--- src/hw/ssl_params.svh ---
// Constants of the safe speed limit monitor: offsets, fields, resets, timings.
// Assumes a 25 MHz system clock and a 32-bit APB register bus.
`ifndef SSL_PARAMS_SVH
`define SSL_PARAMS_SVH
`define SSL_CLK_HZ 25000000
`define SSL_TICK_US 1
`define SSL_TICK_CYC ((`SSL_CLK_HZ / 1000000) * `SSL_TICK_US)
`define SSL_OFS_CTRL 12'h000
`define SSL_OFS_STAT 12'h004
`define SSL_OFS_MASK 12'h008
`define SSL_OFS_CMD 12'h00c
`define SSL_OFS_FBK 12'h010
`define SSL_OFS_POS 12'h014
`define SSL_OFS_SPD_LIM1 12'h020
`define SSL_OFS_DEC_DLY1 12'h030
`define SSL_OFS_SPD_DLY 12'h040
`define SSL_OFS_POS_DLY 12'h044
`define SSL_OFS_POS_LIM 12'h048
`define SSL_OFS_SAFE_THR 12'h04c
`define SSL_OFS_SAFE_HYS 12'h050
`define SSL_OFS_STATE 12'h054
`define SSL_CTRL_STANDSTILL 0
`define SSL_CTRL_TRIP_CLR 1
`define SSL_EV_TRIP_SPD 0
`define SSL_EV_TRIP_POS 1
`define SSL_EV_SAFE_FALL 2
`define SSL_EV_SAFE_RISE 3
`define SSL_RST_LIMIT 16'hffff
`define SSL_RST_DELAY 16'h0064
`define SSL_RST_THR 16'h0000
`endif

--- src/hw/ssl_pkg.sv ---
// Types shared by the safe speed limit monitor.
// Assumes nothing of its surroundings.
package ssl_pkg;
  typedef logic [15:0] ssl_word_t;
  typedef enum logic [1:0] {SSL_IDLE, SSL_DECEL, SSL_CHECK} ssl_req_state_t;
endpackage : ssl_pkg

--- src/hw/ssl_persist.sv ---
// Persistence timer: flags when a condition has held for a set number of ticks.
// Assumes a one-cycle tick strobe from the caller.
`timescale 1ns/1ps
`default_nettype none
module ssl_persist (
  input wire logic sys_clk_i,
  input wire logic rstn_i,
  input wire logic tick_i,
  input wire logic cond_i,
  input wire ssl_pkg::ssl_word_t delay_i,
  output logic expired_o
);
  import ssl_pkg::*;
  ssl_word_t cnt_r;
  always_ff @(posedge sys_clk_i or negedge rstn_i) begin
    if (!rstn_i) begin
      cnt_r <= 16'h0000;
    end else if (!cond_i) begin
      cnt_r <= 16'h0000;
    end else if (tick_i && cnt_r < delay_i) begin
      cnt_r <= cnt_r + 16'h0001;
    end
  end
  assign expired_o = cond_i && (cnt_r >= delay_i);
endmodule : ssl_persist
`default_nettype wire

--- src/hw/ssl_monitor.sv ---
// Safe speed limit monitor with APB registers and one interrupt line.
// Assumes APB from a single master; speed and position samples are synchronous inputs.
`timescale 1ns/1ps
`default_nettype none
`include "ssl_params.svh"
module ssl_monitor (
  input wire logic sys_clk_i,
  input wire logic rstn_i,
  input wire logic psel_i,
  input wire logic penable_i,
  input wire logic pwrite_i,
  input wire logic [11:0] paddr_i,
  input wire logic [31:0] pwdata_i,
  output logic [31:0] prdata_o,
  output logic pready_o,
  output logic pslverr_o,
  input wire logic [3:0] limit_request_n_i,
  input wire logic signed [15:0] speed_cmd_i,
  input wire logic signed [15:0] speed_fbk_i,
  input wire logic signed [15:0] position_i,
  output logic torque_cutoff_trip_o,
  output logic safe_speed_status_out_o,
  output logic safe_brake_control_out_o,
  output logic irq_o
);
  import ssl_pkg::*;

  function automatic ssl_word_t mag(input logic signed [15:0] v);
    mag = v[15] ? ssl_word_t'(-v) : ssl_word_t'(v);
  endfunction : mag

  ssl_word_t spd_lim_r [4];
  ssl_word_t dec_dly_r [4];
  ssl_word_t spd_dly_r, pos_dly_r, pos_lim_r, safe_thr_r, safe_hys_r;
  logic [1:0] ctrl_r;
  logic [3:0] stat_r, mask_r;
  ssl_req_state_t req_st_r [4];
  ssl_word_t dec_cnt_r [4];
  logic [4:0] tick_cnt_r;
  logic tick_r;
  logic trip_r, safe_r;
  logic signed [15:0] pos_ref_r;
  logic standstill_d_r;
  ssl_word_t cmd_mag, fbk_mag, eff_lim, pos_dev;
  logic checking, cmd_exc, fbk_exc, cmd_exp, fbk_exp, pos_exc, pos_exp;
  logic bus_wr, bus_rd, addr_ok, trip_set;
  logic [3:0] ev;
  logic [31:0] rd_nxt;
  logic signed [16:0] pos_diff;

  assign bus_wr = psel_i && penable_i && pwrite_i;
  assign bus_rd = psel_i && !penable_i && !pwrite_i;

  // Tick strobe of one microsecond for every delay timer.
  always_ff @(posedge sys_clk_i or negedge rstn_i) begin
    if (!rstn_i) begin
      tick_cnt_r <= 5'h00;
      tick_r <= 1'b0;
    end else if (tick_cnt_r == 5'(`SSL_TICK_CYC - 1)) begin
      tick_cnt_r <= 5'h00;
      tick_r <= 1'b1;
    end else begin
      tick_cnt_r <= tick_cnt_r + 5'h01;
      tick_r <= 1'b0;
    end
  end

  assign cmd_mag = mag(speed_cmd_i);
  assign fbk_mag = mag(speed_fbk_i);

  // Per-request supervision: each request runs its own decel delay.
  for (genvar g = 0; g < 4; g++) begin : g_req
    always_ff @(posedge sys_clk_i or negedge rstn_i) begin
      if (!rstn_i) begin
        req_st_r[g] <= SSL_IDLE;
        dec_cnt_r[g] <= 16'h0000;
      end else begin
        case (req_st_r[g])
          SSL_IDLE: begin
            dec_cnt_r[g] <= 16'h0000;
            if (!limit_request_n_i[g]) begin
              req_st_r[g] <= SSL_DECEL;
            end
          end
          SSL_DECEL: begin
            if (limit_request_n_i[g]) begin
              req_st_r[g] <= SSL_IDLE;
            end else if (dec_cnt_r[g] >= dec_dly_r[g]) begin
              req_st_r[g] <= SSL_CHECK;
            end else if (tick_r) begin
              dec_cnt_r[g] <= dec_cnt_r[g] + 16'h0001;
            end
          end
          SSL_CHECK: begin
            if (limit_request_n_i[g]) begin
              req_st_r[g] <= SSL_IDLE;
            end
          end
          default: req_st_r[g] <= SSL_IDLE;
        endcase
      end
    end
  end

  // Smallest limit among the requests that are checking.
  always_comb begin
    eff_lim = `SSL_RST_LIMIT;
    checking = 1'b0;
    for (int i = 0; i < 4; i++) begin
      if (req_st_r[i] == SSL_CHECK) begin
        checking = 1'b1;
        if (spd_lim_r[i] < eff_lim) begin
          eff_lim = spd_lim_r[i];
        end
      end
    end
  end

  assign cmd_exc = checking && (cmd_mag > eff_lim);
  assign fbk_exc = checking && (fbk_mag > eff_lim);

  ssl_persist u_cmd (
    .sys_clk_i(sys_clk_i),
    .rstn_i(rstn_i),
    .tick_i(tick_r),
    .cond_i(cmd_exc),
    .delay_i(spd_dly_r),
    .expired_o(cmd_exp)
  );

  ssl_persist u_fbk (
    .sys_clk_i(sys_clk_i),
    .rstn_i(rstn_i),
    .tick_i(tick_r),
    .cond_i(fbk_exc),
    .delay_i(spd_dly_r),
    .expired_o(fbk_exp)
  );

  // Standstill observation: reference is captured when observation starts.
  always_ff @(posedge sys_clk_i or negedge rstn_i) begin
    if (!rstn_i) begin
      standstill_d_r <= 1'b0;
      pos_ref_r <= 16'sh0000;
    end else begin
      standstill_d_r <= ctrl_r[`SSL_CTRL_STANDSTILL];
      if (ctrl_r[`SSL_CTRL_STANDSTILL] && !standstill_d_r) begin
        pos_ref_r <= position_i;
      end
    end
  end

  assign pos_diff = 17'(position_i) - 17'(pos_ref_r);
  assign pos_dev = pos_diff[16] ? 16'(-pos_diff) : pos_diff[15:0];
  assign pos_exc = ctrl_r[`SSL_CTRL_STANDSTILL] && standstill_d_r && (pos_dev > pos_lim_r);

  ssl_persist u_pos (
    .sys_clk_i(sys_clk_i),
    .rstn_i(rstn_i),
    .tick_i(tick_r),
    .cond_i(pos_exc),
    .delay_i(pos_dly_r),
    .expired_o(pos_exp)
  );

  assign trip_set = cmd_exp || fbk_exp || pos_exp;

  // Latched torque cutoff; only reset or a software clear releases it.
  always_ff @(posedge sys_clk_i or negedge rstn_i) begin
    if (!rstn_i) begin
      trip_r <= 1'b0;
    end else if (trip_set) begin
      trip_r <= 1'b1;
    end else if (ctrl_r[`SSL_CTRL_TRIP_CLR]) begin
      trip_r <= 1'b0;
    end
  end

  // Safe speed status with hysteresis.
  always_ff @(posedge sys_clk_i or negedge rstn_i) begin
    if (!rstn_i) begin
      safe_r <= 1'b0;
    end else if (safe_r) begin
      if (cmd_mag > safe_thr_r || fbk_mag > safe_thr_r) begin
        safe_r <= 1'b0;
      end
    end else if ((32'(cmd_mag) + 32'(safe_hys_r) < 32'(safe_thr_r))
                 && (32'(fbk_mag) + 32'(safe_hys_r) < 32'(safe_thr_r))) begin
      safe_r <= 1'b1;
    end
  end

  always_ff @(posedge sys_clk_i or negedge rstn_i) begin
    if (!rstn_i) begin
      torque_cutoff_trip_o <= 1'b0;
      safe_speed_status_out_o <= 1'b0;
      safe_brake_control_out_o <= 1'b0;
    end else begin
      torque_cutoff_trip_o <= trip_r;
      safe_speed_status_out_o <= safe_r;
      safe_brake_control_out_o <= !trip_r;
    end
  end

  assign ev[`SSL_EV_TRIP_SPD] = cmd_exp || fbk_exp;
  assign ev[`SSL_EV_TRIP_POS] = pos_exp;
  assign ev[`SSL_EV_SAFE_FALL] = 1'b0;
  assign ev[`SSL_EV_SAFE_RISE] = safe_r != safe_speed_status_out_o;

  // Sticky status: set wins over write-one-to-clear.
  always_ff @(posedge sys_clk_i or negedge rstn_i) begin
    if (!rstn_i) begin
      stat_r <= 4'h0;
    end else if (bus_wr && paddr_i == `SSL_OFS_STAT) begin
      stat_r <= (stat_r & ~pwdata_i[3:0]) | ev;
    end else begin
      stat_r <= stat_r | ev;
    end
  end

  always_ff @(posedge sys_clk_i or negedge rstn_i) begin
    if (!rstn_i) begin
      irq_o <= 1'b0;
    end else begin
      irq_o <= |(stat_r & mask_r);
    end
  end

  // Configuration writes.
  always_ff @(posedge sys_clk_i or negedge rstn_i) begin
    if (!rstn_i) begin
      for (int i = 0; i < 4; i++) begin
        spd_lim_r[i] <= `SSL_RST_LIMIT;
        dec_dly_r[i] <= `SSL_RST_DELAY;
      end
      spd_dly_r <= `SSL_RST_DELAY;
      pos_dly_r <= `SSL_RST_DELAY;
      pos_lim_r <= `SSL_RST_LIMIT;
      safe_thr_r <= `SSL_RST_THR;
      safe_hys_r <= `SSL_RST_THR;
      ctrl_r <= 2'h0;
      mask_r <= 4'h0;
    end else begin
      ctrl_r[`SSL_CTRL_TRIP_CLR] <= 1'b0;
      if (bus_wr) begin
        for (int i = 0; i < 4; i++) begin
          if (paddr_i == `SSL_OFS_SPD_LIM1 + 12'(4 * i)) spd_lim_r[i] <= pwdata_i[15:0];
          if (paddr_i == `SSL_OFS_DEC_DLY1 + 12'(4 * i)) dec_dly_r[i] <= pwdata_i[15:0];
        end
        case (paddr_i)
          `SSL_OFS_CTRL: ctrl_r <= pwdata_i[1:0];
          `SSL_OFS_MASK: mask_r <= pwdata_i[3:0];
          `SSL_OFS_SPD_DLY: spd_dly_r <= pwdata_i[15:0];
          `SSL_OFS_POS_DLY: pos_dly_r <= pwdata_i[15:0];
          `SSL_OFS_POS_LIM: pos_lim_r <= pwdata_i[15:0];
          `SSL_OFS_SAFE_THR: safe_thr_r <= pwdata_i[15:0];
          `SSL_OFS_SAFE_HYS: safe_hys_r <= pwdata_i[15:0];
          default: ;
        endcase
      end
    end
  end

  // Read decode.
  always_comb begin
    rd_nxt = 32'h0000_0000;
    addr_ok = 1'b1;
    case (paddr_i)
      `SSL_OFS_CTRL: rd_nxt = {31'h0, ctrl_r[0]};
      `SSL_OFS_STAT: rd_nxt = {28'h0, stat_r};
      `SSL_OFS_MASK: rd_nxt = {28'h0, mask_r};
      `SSL_OFS_CMD: rd_nxt = {16'h0, cmd_mag};
      `SSL_OFS_FBK: rd_nxt = {16'h0, fbk_mag};
      `SSL_OFS_POS: rd_nxt = {16'h0, pos_dev};
      `SSL_OFS_SPD_LIM1: rd_nxt = {16'h0, spd_lim_r[0]};
      12'h024: rd_nxt = {16'h0, spd_lim_r[1]};
      12'h028: rd_nxt = {16'h0, spd_lim_r[2]};
      12'h02c: rd_nxt = {16'h0, spd_lim_r[3]};
      `SSL_OFS_DEC_DLY1: rd_nxt = {16'h0, dec_dly_r[0]};
      12'h034: rd_nxt = {16'h0, dec_dly_r[1]};
      12'h038: rd_nxt = {16'h0, dec_dly_r[2]};
      12'h03c: rd_nxt = {16'h0, dec_dly_r[3]};
      `SSL_OFS_SPD_DLY: rd_nxt = {16'h0, spd_dly_r};
      `SSL_OFS_POS_DLY: rd_nxt = {16'h0, pos_dly_r};
      `SSL_OFS_POS_LIM: rd_nxt = {16'h0, pos_lim_r};
      `SSL_OFS_SAFE_THR: rd_nxt = {16'h0, safe_thr_r};
      `SSL_OFS_SAFE_HYS: rd_nxt = {16'h0, safe_hys_r};
      `SSL_OFS_STATE: rd_nxt = {24'h0, safe_r, trip_r, checking, 1'b0, ~limit_request_n_i};
      default: addr_ok = 1'b0;
    endcase
  end

  // APB slave answers in the access cycle; setup registers the reply.
  always_ff @(posedge sys_clk_i or negedge rstn_i) begin
    if (!rstn_i) begin
      prdata_o <= 32'h0000_0000;
      pready_o <= 1'b0;
      pslverr_o <= 1'b0;
    end else begin
      pready_o <= psel_i && !penable_i;
      pslverr_o <= psel_i && !penable_i && !addr_ok;
      if (bus_rd) begin
        prdata_o <= rd_nxt;
      end
    end
  end

  // Assertions.
  trip_latch_a: assert property (@(posedge sys_clk_i) disable iff (!rstn_i)
    trip_r && !ctrl_r[`SSL_CTRL_TRIP_CLR] |=> trip_r)
    else $error("trip released without clear");
  trip_cause_a: assert property (@(posedge sys_clk_i) disable iff (!rstn_i)
    $rose(trip_r) |-> $past(trip_set))
    else $error("trip without cause");
  cmd_exp_a: assert property (@(posedge sys_clk_i) disable iff (!rstn_i)
    cmd_exp |=> trip_r)
    else $error("command excess did not trip");
  fbk_exp_a: assert property (@(posedge sys_clk_i) disable iff (!rstn_i)
    fbk_exp |=> trip_r)
    else $error("feedback excess did not trip");
  pos_exp_a: assert property (@(posedge sys_clk_i) disable iff (!rstn_i)
    pos_exp |-> ##1 trip_r ##1 torque_cutoff_trip_o)
    else $error("position excess did not trip");
  req_end_a: assert property (@(posedge sys_clk_i) disable iff (!rstn_i)
    limit_request_n_i[0] && req_st_r[0] == SSL_CHECK |=> req_st_r[0] == SSL_IDLE)
    else $error("check did not end on request high");
  req_start_a: assert property (@(posedge sys_clk_i) disable iff (!rstn_i)
    req_st_r[0] == SSL_IDLE && !limit_request_n_i[0] |=> req_st_r[0] == SSL_DECEL)
    else $error("request low did not start decel");
  lim_min_a: assert property (@(posedge sys_clk_i) disable iff (!rstn_i)
    req_st_r[1] == SSL_CHECK |-> eff_lim <= spd_lim_r[1])
    else $error("effective limit above active limit");
  safe_drop_a: assert property (@(posedge sys_clk_i) disable iff (!rstn_i)
    safe_r && (cmd_mag > safe_thr_r || fbk_mag > safe_thr_r) |=> !safe_r)
    else $error("safe status held over threshold");
  safe_rise_a: assert property (@(posedge sys_clk_i) disable iff (!rstn_i)
    $rose(safe_r) |-> (17'($past(cmd_mag)) + 17'($past(safe_hys_r)) < 17'($past(safe_thr_r)))
      && (17'($past(fbk_mag)) + 17'($past(safe_hys_r)) < 17'($past(safe_thr_r))))
    else $error("safe status rose inside hysteresis");
  timer_clr_a: assert property (@(posedge sys_clk_i) disable iff (!rstn_i)
    !cmd_exc |=> u_cmd.cnt_r == 16'h0000)
    else $error("persistence timer kept count without excess");
endmodule : ssl_monitor
`default_nettype wire

--- config.mk ---
export PLATFORM = sky130hd
export DESIGN_NAME = ssl_monitor
export DESIGN_NICKNAME = d
export VERILOG_FILES = /design/src/hw/ssl_pkg.sv /design/src/hw/ssl_persist.sv /design/src/hw/ssl_monitor.sv
export VERILOG_INCLUDE_DIRS = /design/src /design/src/hw
export SDC_FILE = /design/constraint.sdc
export NUM_CORES = 1
export LEC_CHECK = 0
export BUFFER_PORTS_ARGS = -buffer_cell sky130_fd_sc_hd__buf_4
export CORE_MARGIN = 2
export CORE_UTILIZATION = 38
export DETAILED_ROUTE_END_ITERATION = 16
export SYNTH_ARGS = -nofsm -noshare
export SYNTH_HDL_FRONTEND = slang
export SYNTH_SLANG_ARGS = --single-unit
--- constraint.sdc ---
create_clock -name sys_clk_i -period 16.3 [get_ports sys_clk_i]
set_clock_uncertainty 0.15 [all_clocks]
set_input_delay 3.26 -clock sys_clk_i [delete_from_list [all_inputs] [get_ports sys_clk_i]]
set_output_delay 3.26 -clock sys_clk_i [all_outputs]
set_load 0.03 [all_outputs]
==> results of run 1 <==
==> final timing paths <==
kind	cells after the start	startpoint	slack, ns	end
min reg2reg	0	trip_r$_DFFE_PN0P_	0.23	torque_cutoff_trip_o$_DFF_PN0_
min	0	trip_r$_DFFE_PN0P_	0.23	torque_cutoff_trip_o$_DFF_PN0_
max in group asynchronous	3	rstn_i	11.24	safe_hys_r[4]$_DFFE_PN0P_
max	43	spd_lim_r[52]$_DFFE_PN1P_	4.28	trip_r$_DFFE_PN0P_
max reg2reg	43	spd_lim_r[52]$_DFFE_PN1P_	4.28	trip_r$_DFFE_PN0P_
min in group asynchronous	1	rstn_i	2.58	tick_cnt_r[1]$_DFF_PN0_
==> critical path, delay by kind of cell, from the launching register on <==
family / cells / cell delay (ns)
compound gates: 29 / 8.17
fa+ha+maj: 4 / 1.30
simple gates: 8 / 1.27
flops: 1 / 0.57
buf+inv: 2 / 0.42
==> state kept, by name, summed over array words and instances, names as in the netlist, 2 cells and up <==
name	flops
dec_cnt_r	64
dec_dly_r	64
spd_lim_r	64
pos_dly_r	16
pos_lim_r	16
pos_ref_r	16
prdata_o	16
safe_hys_r	16
safe_thr_r	16
spd_dly_r	16
u_cmd.cnt_r	16
u_fbk.cnt_r	16
u_pos.cnt_r	16
req_st_r	8
tick_cnt_r	5
mask_r	4
stat_r	4
ctrl_r	2
==> cell usage in the layout (no fill, tap or decap), types with 11 or more instances in the layout <==
cell / Yosys / routed
sky130_fd_sc_hd__xor2_1: 33 / 33
sky130_fd_sc_hd__a21o_1: 89 / 89
sky130_fd_sc_hd__nand2b_1: 37 / 37
sky130_fd_sc_hd__a21oi_1: 142 / 141
sky130_fd_sc_hd__nor2b_1: 30 / 29
sky130_fd_sc_hd__nor3_1: 61 / 52
sky130_fd_sc_hd__mux2_2: 125 / 125
sky130_fd_sc_hd__nand4_1: 66 / 66
sky130_fd_sc_hd__or2_2: 12 / 12
sky130_fd_sc_hd__o21a_1: 34 / 34
sky130_fd_sc_hd__o21ai_0: 220 / 219
sky130_fd_sc_hd__a31oi_1: 11 / 11
sky130_fd_sc_hd__nor2_1: 200 / 199
sky130_fd_sc_hd__a211oi_1: 24 / 24
sky130_fd_sc_hd__dfstp_2: 98 / 98
sky130_fd_sc_hd__a2111oi_0: 22 / 22
sky130_fd_sc_hd__or4_1: 11 / 11
sky130_fd_sc_hd__conb_1: 1 / 16
sky130_fd_sc_hd__o31ai_1: 30 / 30
sky130_fd_sc_hd__and3_1: 28 / 28
sky130_fd_sc_hd__mux2i_1: 18 / 18
sky130_fd_sc_hd__ha_1: 317 / 317
sky130_fd_sc_hd__and2_1: 12 / 12
sky130_fd_sc_hd__buf_4: 17 / 145
sky130_fd_sc_hd__a22oi_1: 59 / 59
sky130_fd_sc_hd__or3_1: 15 / 15
sky130_fd_sc_hd__clkbuf_16: 0 / 46
sky130_fd_sc_hd__nand3_1: 77 / 77
sky130_fd_sc_hd__o211ai_1: 13 / 13
sky130_fd_sc_hd__clkbuf_1: 104 / 12
sky130_fd_sc_hd__nand2_1: 267 / 267
sky130_fd_sc_hd__inv_1: 234 / 234
sky130_fd_sc_hd__a22o_1: 22 / 22
sky130_fd_sc_hd__a21boi_0: 15 / 15
sky130_fd_sc_hd__xnor2_1: 116 / 116
sky130_fd_sc_hd__a221oi_1: 30 / 30
sky130_fd_sc_hd__dfrtp_1: 287 / 287
==> metrics by stage <==
step	area, µm²	setup WS [ns]	total power (W)
finish	31120	4.275	0.002364
global route	31110	3.720	0.002454
CTS	31110	4.525	0.002380
detailed placement	29540	4.568	0.001288
global placement	29540	4.633	0.001286
floorplan	27680	6.150	0.001162
==> cell families after synthesis <==
group | after synthesis | share of synthesized area (%)
buffers and inverters | 358 | 5.155
AND/OR/NAND/NOR | 865 | 15.09
flip-flops | 385 | 35.32
XOR/XNOR | 149 | 4.725
other | 1 | 0.01358
multiplexers | 145 | 5.852
adder cells (fa/ha/maj) | 320 | 14.58
AO/OA/AOI/OAI | 799 | 19.27
==> power groups by stage <==
stage / logic [W] / clock network (W) / registers [W]
after floorplan: 0.000166 / 0 / 0.000995
final: 0.000298 / 0.00109 / 0.000978
after global placement: 0.000293 / 0 / 0.000993
after CTS: 0.000297 / 0.00111 / 0.000977
after global routing: 0.000328 / 0.00115 / 0.000977
after detailed placement: 0.000295 / 0 / 0.000993
==> area by class of cell <==
cell class	count	area [µm²]
repair buffers	147	1124
inverters	234	878.3
fillers	7090	40610
flip-flops and latches	385	9757
multi-input cells	2294	16590
well taps	950	1189
diodes	3	7.507
clock buffers	64	1279
clock inverters	22	291.5
==> routing by layer <==
layer  vias up  GRT usage (%)  share of wire, %
li1      11109              -                 -
met4         4          9.592               3.8
met1     11351          35.33                44
met2       816          38.15                43
met5         -              0             0.025
met3       180          5.158               8.7
==> cell usage after synthesis, types with 33 or more instances <==
master and n:
sky130_fd_sc_hd__a21oi_1 142, sky130_fd_sc_hd__nand2b_1 37, sky130_fd_sc_hd__nor2_1 200, sky130_fd_sc_hd__nand4_1 66, sky130_fd_sc_hd__nor3_1 61, sky130_fd_sc_hd__dfstp_2 98, sky130_fd_sc_hd__ha_1 317, sky130_fd_sc_hd__a21o_1 89
sky130_fd_sc_hd__o21a_1 34, sky130_fd_sc_hd__a22oi_1 59, sky130_fd_sc_hd__dfrtp_1 287, sky130_fd_sc_hd__clkbuf_1 104, sky130_fd_sc_hd__o21ai_0 220, sky130_fd_sc_hd__xnor2_1 116, sky130_fd_sc_hd__mux2_2 125, sky130_fd_sc_hd__xor2_1 33
sky130_fd_sc_hd__nand2_1 267, sky130_fd_sc_hd__nand3_1 77, sky130_fd_sc_hd__inv_1 234
==> out/summary.md, run 1 <==
## STA
* **Period minus WS final** 12.02 ns
* **Setup Total Neg Slack** 0 ns
* **Setup violations, final** 0
* **worst hold slack after final layout** 0.2268 ns
* **unrepaired setup endpoints after global routing** false
* **number of pins exceeding their max-slew limit in the final report** 0
* **post-route fraction of the period consumed by the critical path** 73.77%
* **worst relative slew slack** 15.70%
* **final hold violation count** 0
* **Worst Tran Pin Value** 1.251 ns
* **fmax** 0.08316 GHz

## Power
* **Gate power share** 12.6%
* **power density of the placed cells** 75.96 nW/µm²
* **clock network fraction of total power** 46.0%
* **worst supply voltage drop on vdd** 0.07115 mV
* **Seq pwr share** 41.4%
* **cell-internal power** 0.001711 W
* **switching share of power** 27.59%
* **static leakage power** 14.85 nW
* **P_sw** 0.0006522 W

## Routing
* **routed len/inst** 23.05 µm
* **post-route ant nets** 0
* **mean number of vias per cell** 5.723
* **count of vias placed by the detailed router** 23,460
* **overall routed net length** 94.49 mm
* **number of iterations in the first detailed-routing pass** 6
* **drt initial violations** 2,297
* **DRC Markers** 0

## Floorplan
* **Rows** 98
* **vertical die dimension** 273.6 µm
* **number of top-level design ports** 139
* **core box area** 71,730 µm²
* **die area** 74,860 µm²
* **effective utilization at floorplan** 38.51%
* **width of the die** 273.6 µm

## Setup path
* **CP max stage delay** 1.12 ns
* **Critical Path Most Common Cell** sky130_fd_sc_hd__a21o_1
* **Setup crit start kind** register
* **data required time at the worst endpoint** 16.60 ns
* **crit path kind** reg2reg
* **worst path arrival time** 12.32 ns
* **critical path fanouts, max** 32
* **endpoint kind of the worst setup timing path** register
* **Critical-path top delay cell** sky130_fd_sc_hd__o41ai_2

## Clock network
* **count of cells resized by post-cts repair** 0
* **hold buffer count at cts** 0
* **clock input transition at the sequential cells of the worst setup and hold paths** 0.06 ns
* **CTS tree** built
* **number of buffers inserted during clock tree synthesis** 46
* **htree depth** 2
* **clock latency on the worst-skew pair** 0.60 ns
* **CTS max path bufs** 3
* **CTS root buffer** sky130_fd_sc_hd__clkbuf_16
* **clock sink count** 385
* **post-CTS setup repair buffer count** 0

## Global routing
* **vias in the first global route** 22,388
* **Overall Global Routing Usage** 25.25%
* **Overflow after GRT** 0
* **initial antenna violation count** 6
* **global-route wire length before repair** 143.0 mm
* **pin count of the biggest net entering global routing** 173

## Synthesis
* **share of synthesized area occupied by flip-flops and latches** 35.32%
* **most common flop cell mapped by yosys** sky130_fd_sc_hd__dfrtp_1
* **number of enable flip-flop cells after synthesis** 0
* **Synthesis Warnings** 0
* **async set-reset flop share out of synthesis** 100.0%
* **instance count of the mapped netlist** 3,022
* **library cell with the largest summed area after synthesis** sky130_fd_sc_hd__dfrtp_1
* **post-synthesis instance area** 27,620 µm²
* **proportion of netlist area held by the largest area contributor** 26.00%
* **leading post-synthesis cells by cell area** sky130_fd_sc_hd__dfrtp_1 (26%), sky130_fd_sc_hd__ha_1 (14%), sky130_fd_sc_hd__dfstp_2 (9.3%)
* **library cells used by synthesis** 84
* **count of state elements after synthesis** 385
* **mean post-synth cell area** 9.140 µm²

## Finish
* **Non-Filler Instances** 4,099
* **layout cell share with drive strength beyond 1** 15.80%
* **core utilization of the finished layout** 43.38%
* **nets@finish** 3,529
* **synth-to-layout area growth** 12.66%

## Placed design
* **total half-perimeter wirelength after legalization and detailed placement** 71.81 mm
* **DP Cell Count** 4,010
* **IO Port Bufs** 106
* **final weighted congestion in routability-driven placement** 0.9875

## Hold path
* **Worst Hold Class** reg2reg

## Outcome
* **outcome** complete, no violations

## Job
* **max-capacitance violation count** 0

Note: power is estimated with default switching activity, not from simulation.
==> inputs of run 2 (changes only) <==
--- a/config.mk
+++ b/config.mk
@@ -6,6 +6,7 @@
 export SDC_FILE = /design/constraint.sdc
 export NUM_CORES = 1
 export LEC_CHECK = 0
+export ABC_AREA = 1
 export BUFFER_PORTS_ARGS = -buffer_cell sky130_fd_sc_hd__buf_4
 export CORE_MARGIN = 2
 export CORE_UTILIZATION = 38
==> constraint.sdc (replaced) <==
create_clock -name sys_clk_i -period 10.97 [get_ports sys_clk_i]
set_clock_uncertainty 0.15 [all_clocks]
set_input_delay 2.194 -clock sys_clk_i [delete_from_list [all_inputs] [get_ports sys_clk_i]]
set_output_delay 2.194 -clock sys_clk_i [all_outputs]
set_load 0.03 [all_outputs]
==> run 2 against run 1 <==
  * Maximum frequency grew 28%
  * First-iteration DRC count up 6.8%
  * Highest routed layer is now met4
  * Via count is 5.4% higher
  * Routed wire length is 1.5% higher
  * Global-route usage is 0.58 points higher
  * Register-to-register slack worse by 2.7 ns
  * Critical endpoint is now u_cmd.cnt_r[0]$_DFFE_PN0P_
==> out/summary.md, run 2 <==
## Hold path
* **hold_sp** trip_r$_DFFE_PN0P_, unchanged
* **Worst Hold Class** reg2reg, unchanged

## Power
* **cell-internal power** 0.002753 W, was 0.001711 W
* **static leakage power** 13.92 nW, was 14.85 nW
* **P_sw** 0.001493 W, was 0.0006522 W
* **switching share of power** 35.16%, was 27.59%
* **Seq pwr share** 34.8%, was 41.4%
* **worst supply voltage drop on vdd** 0.1072 mV, was 0.07115 mV
* **power density of the placed cells** 139.7 nW/µm², was 75.96 nW/µm²
* **Gate power share** 27.1%, was 12.6%
* **clock network fraction of total power** 38.1%, was 46.0%

## Floorplan
* **Rows** 97, was 98
* **die area** 73,310 µm², was 74,860 µm²
* **width of the die** 270.8 µm, was 273.6 µm
* **number of top-level design ports** 139, unchanged
* **vertical die dimension** 270.8 µm, was 273.6 µm
* **effective utilization at floorplan** 38.48%, was 38.51%
* **core box area** 70,270 µm², was 71,730 µm²

## Outcome
* **outcome** complete, no violations, unchanged

## Global routing
* **vias in the first global route** 22,904, was 22,388
* **Overall Global Routing Usage** 25.83%, was 25.25%
* **global-route wire length before repair** 143.9 mm, was 143.0 mm
* **pin count of the biggest net entering global routing** 157, was 173
* **initial antenna violation count** 3, was 6
* **Overflow after GRT** 0, unchanged

## Synthesis
* **mean post-synth cell area** 7.793 µm², was 9.140 µm²
* **proportion of netlist area held by the largest area contributor** 26.56%, was 26.00%
* **post-synthesis instance area** 27,040 µm², was 27,620 µm²
* **async set-reset flop share out of synthesis** 100.0%, unchanged
* **Synthesis Warnings** 0, unchanged
* **count leader, synth** sky130_fd_sc_hd__nand2_1, was sky130_fd_sc_hd__ha_1
* **library cells used by synthesis** 58, was 84
* **most common flop cell mapped by yosys** sky130_fd_sc_hd__dfrtp_1, unchanged
* **number of enable flip-flop cells after synthesis** 0, unchanged
* **library cell with the largest summed area after synthesis** sky130_fd_sc_hd__dfrtp_1, unchanged
* **share of synthesized area occupied by flip-flops and latches** 36.08%, was 35.32%
* **leading post-synthesis cells by cell area** sky130_fd_sc_hd__dfrtp_1 (27%), sky130_fd_sc_hd__ha_1 (15%), sky130_fd_sc_hd__nand2_1 (9.7%), was sky130_fd_sc_hd__dfrtp_1 (26%), sky130_fd_sc_hd__ha_1 (14%), sky130_fd_sc_hd__dfstp_2 (9.3%)
* **instance count of the mapped netlist** 3,470, was 3,022
* **most frequent cells after synthesis** sky130_fd_sc_hd__nand2_1 (699), sky130_fd_sc_hd__inv_1 (453), sky130_fd_sc_hd__o21ai_0 (363), sky130_fd_sc_hd__ha_1 (317), sky130_fd_sc_hd__dfrtp_1 (287), was sky130_fd_sc_hd__ha_1 (317), sky130_fd_sc_hd__dfrtp_1 (287), sky130_fd_sc_hd__nand2_1 (267), sky130_fd_sc_hd__inv_1 (234), sky130_fd_sc_hd__o21ai_0 (220)
* **count of state elements after synthesis** 385, unchanged

## Finish
* **layout cell share with drive strength beyond 1** 9.944%, was 15.80%
* **most common library cell in the layout ignoring fill and taps** sky130_fd_sc_hd__nand2_1, was sky130_fd_sc_hd__ha_1
* **Largest regs** dec_cnt_r x64, dec_dly_r x64, spd_lim_r x64, unchanged
* **FF+latch area** 9757 µm², unchanged
* **nets@finish** 3,974, was 3,529
* **final non-filler cell area** 30,380 µm², was 31,120 µm²
* **commonest cells after routing, fill and taps aside** sky130_fd_sc_hd__nand2_1 (699), sky130_fd_sc_hd__inv_1 (453), sky130_fd_sc_hd__o21ai_0 (362), was sky130_fd_sc_hd__ha_1 (317), sky130_fd_sc_hd__dfrtp_1 (287), sky130_fd_sc_hd__nand2_1 (267)
* **Filler Cells Inserted** 7,123, was 7,090
* **synth-to-layout area growth** 12.36%, was 12.66%
* **combined area of the multi-input logic cells** 15,080 µm², was 16,590 µm²

## Routing
* **count of vias placed by the detailed router** 24,735, was 23,460
* **number of iterations in the first detailed-routing pass** 9, was 6
* **drt initial violations** 2,453, was 2,297
* **DRC Markers** 0, unchanged
* **routed len/inst** 21.15 µm, was 23.05 µm
* **post-route ant nets** 0, unchanged
* **overall routed net length** 95.89 mm, was 94.49 mm
* **mean number of vias per cell** 5.457, was 5.723

## STA
* **fmax** 0.1066 GHz, was 0.08316 GHz
* **unrepaired setup endpoints after global routing** false, unchanged
* **number of pins exceeding their max-slew limit in the final report** 0, unchanged
* **post-route fraction of the period consumed by the critical path** 85.55%, was 73.77%
* **worst relative slew slack** 17.02%, was 15.70%
* **Worst Tran Pin Value** 1.242 ns, was 1.251 ns
* **final hold violation count** 0, unchanged
* **Setup violations, final** 0, unchanged
* **Period minus WS final** 9.385 ns, was 12.02 ns
* **Setup Total Neg Slack** 0 ns, unchanged

## Setup path
* **kind of cell adding the most delay to the critical path** simple AND/OR/NAND/NOR gates, was compound AO/OA/AOI/OAI gates
* **worst path arrival time** 9.71 ns, was 12.32 ns
* **CP max stage delay** 0.63 ns, was 1.12 ns
* **data required time at the worst endpoint** 11.30 ns, was 16.60 ns
* **Setup crit start kind** register, unchanged
* **reg2reg start** req_st_r[7]$_DFFE_PN0P_, was spd_lim_r[52]$_DFFE_PN1P_
* **critical path fanouts, max** 31, was 32
* **Critical Path Most Common Cell** sky130_fd_sc_hd__nand2_1, was sky130_fd_sc_hd__a21o_1
* **Critical-path top delay cell** sky130_fd_sc_hd__o21ai_0, was sky130_fd_sc_hd__o41ai_2
* **Crit path buffers/inverters** 3, was 2
* **endpoint kind of the worst setup timing path** register, unchanged
* **crit path kind** reg2reg, unchanged
* **start point of the critical path** req_st_r[7]$_DFFE_PN0P_, was spd_lim_r[52]$_DFFE_PN1P_

## Clock network
* **htree depth** 2, unchanged
* **clock latency on the worst-skew pair** 0.61 ns, was 0.60 ns
* **CTS root buffer** sky130_fd_sc_hd__clkbuf_16, unchanged
* **CTS tree** built, unchanged
* **count of cells resized by post-cts repair** 0, unchanged
* **number of buffers inserted during clock tree synthesis** 47, was 46
* **post-CTS setup repair buffer count** 0, unchanged
* **CTS max path bufs** 3, unchanged
* **hold buffer count at cts** 0, unchanged
* **clock sink count** 385, unchanged
* **clock input transition at the sequential cells of the worst setup and hold paths** 0.07 ns, was 0.06 ns

## Placed design
* **IO Port Bufs** 106, unchanged
* **placed cell area** 28,780 µm², was 29,540 µm²
* **total half-perimeter wirelength after legalization and detailed placement** 73.08 mm, was 71.81 mm
* **final weighted congestion in routability-driven placement** 1.004, was 0.9875

## Job
* **max-capacitance violation count** 0, unchanged

-- run 2: cells by family after synthesis --
kind of cell	count (synthesis)	synth area share, %
AOI/OAI and AO/OA	809	17.33
adders and majority gates	320	14.89
xor gates and xnor gates	104	3.369
buffers and inverters	580	8.407
other	1	0.01387
DFF	385	36.08
and+or+nand+nor	1271	19.91
-- run 2: layout make-up --
type / count / area share, %
multi-input combinational: 2520 / 49.63
tap: 940 / 3.871
clock buffer: 65 / 4.526
antenna: 3 / 0.02471
timing repair buffer: 134 / 3.377
inverter: 465 / 5.745
sequential: 385 / 32.11
clock inverter: 21 / 0.7165
-- run 2: path summary, 6_finish.rpt --
path / end / slack [ns] / depth (start not counted)
setup / recovery: u_cmd.cnt_r[0]$_DFFE_PN0P_ / 1.59 / 34
hold / removal: torque_cutoff_trip_o$_DFF_PN0_ / 0.30 / 0
setup reg to reg: u_cmd.cnt_r[0]$_DFFE_PN0P_ / 1.59 / 34
hold reg to reg: torque_cutoff_trip_o$_DFF_PN0_ / 0.30 / 0
max in group asynchronous: dec_dly_r[43]$_DFFE_PN0P_ / 7.67 / 2
min in group asynchronous: prdata_o[11]$_DFFE_PN0P_ / 1.47 / 1
-- run 2: metrics by stage --
| step | hold slack [ns] | power, W | cells | util (%) | setup slack, ns |
|---|---|---|---|---|---|
| after detailed placement | 0.2839 | 0.002627 | 4444 | 40.96 | 1.941 |
| after global placement | 0.2921 | 0.002614 | 4444 | 40.96 | 1.838 |
| final | 0.2985 | 0.004245 | 4533 | 43.24 | 1.585 |
| after CTS | 0.2960 | 0.004247 | 4530 | 43.23 | 1.911 |
| after global routing | 0.2967 | 0.004465 | 4530 | 43.23 | 0.7670 |
| after floorplan | 0.2037 | 0.002262 | 3485 | - | 3.767 |
-- run 2: power by group through the flow --
stage                     Sequential [W]  Clock, W  Combinational, W
after detailed placement         0.00150         0           0.00113
after CTS                        0.00148   0.00164           0.00113
after global placement           0.00150         0           0.00111
final                            0.00148   0.00162           0.00115
after global routing             0.00148   0.00170           0.00129
after floorplan                  0.00149         0          0.000769
-- run 2: routing by layer --
metal  share of wire, %  up-vias  wire, µm  track usage [%]
li1                   -    11901         -                -
met1                 45    11713     43300            36.69
met2                 43      926     41580            39.53
met3                7.6      195      7301            4.074
met4                3.9        0      3710            9.465
met5                  0        -         0                0
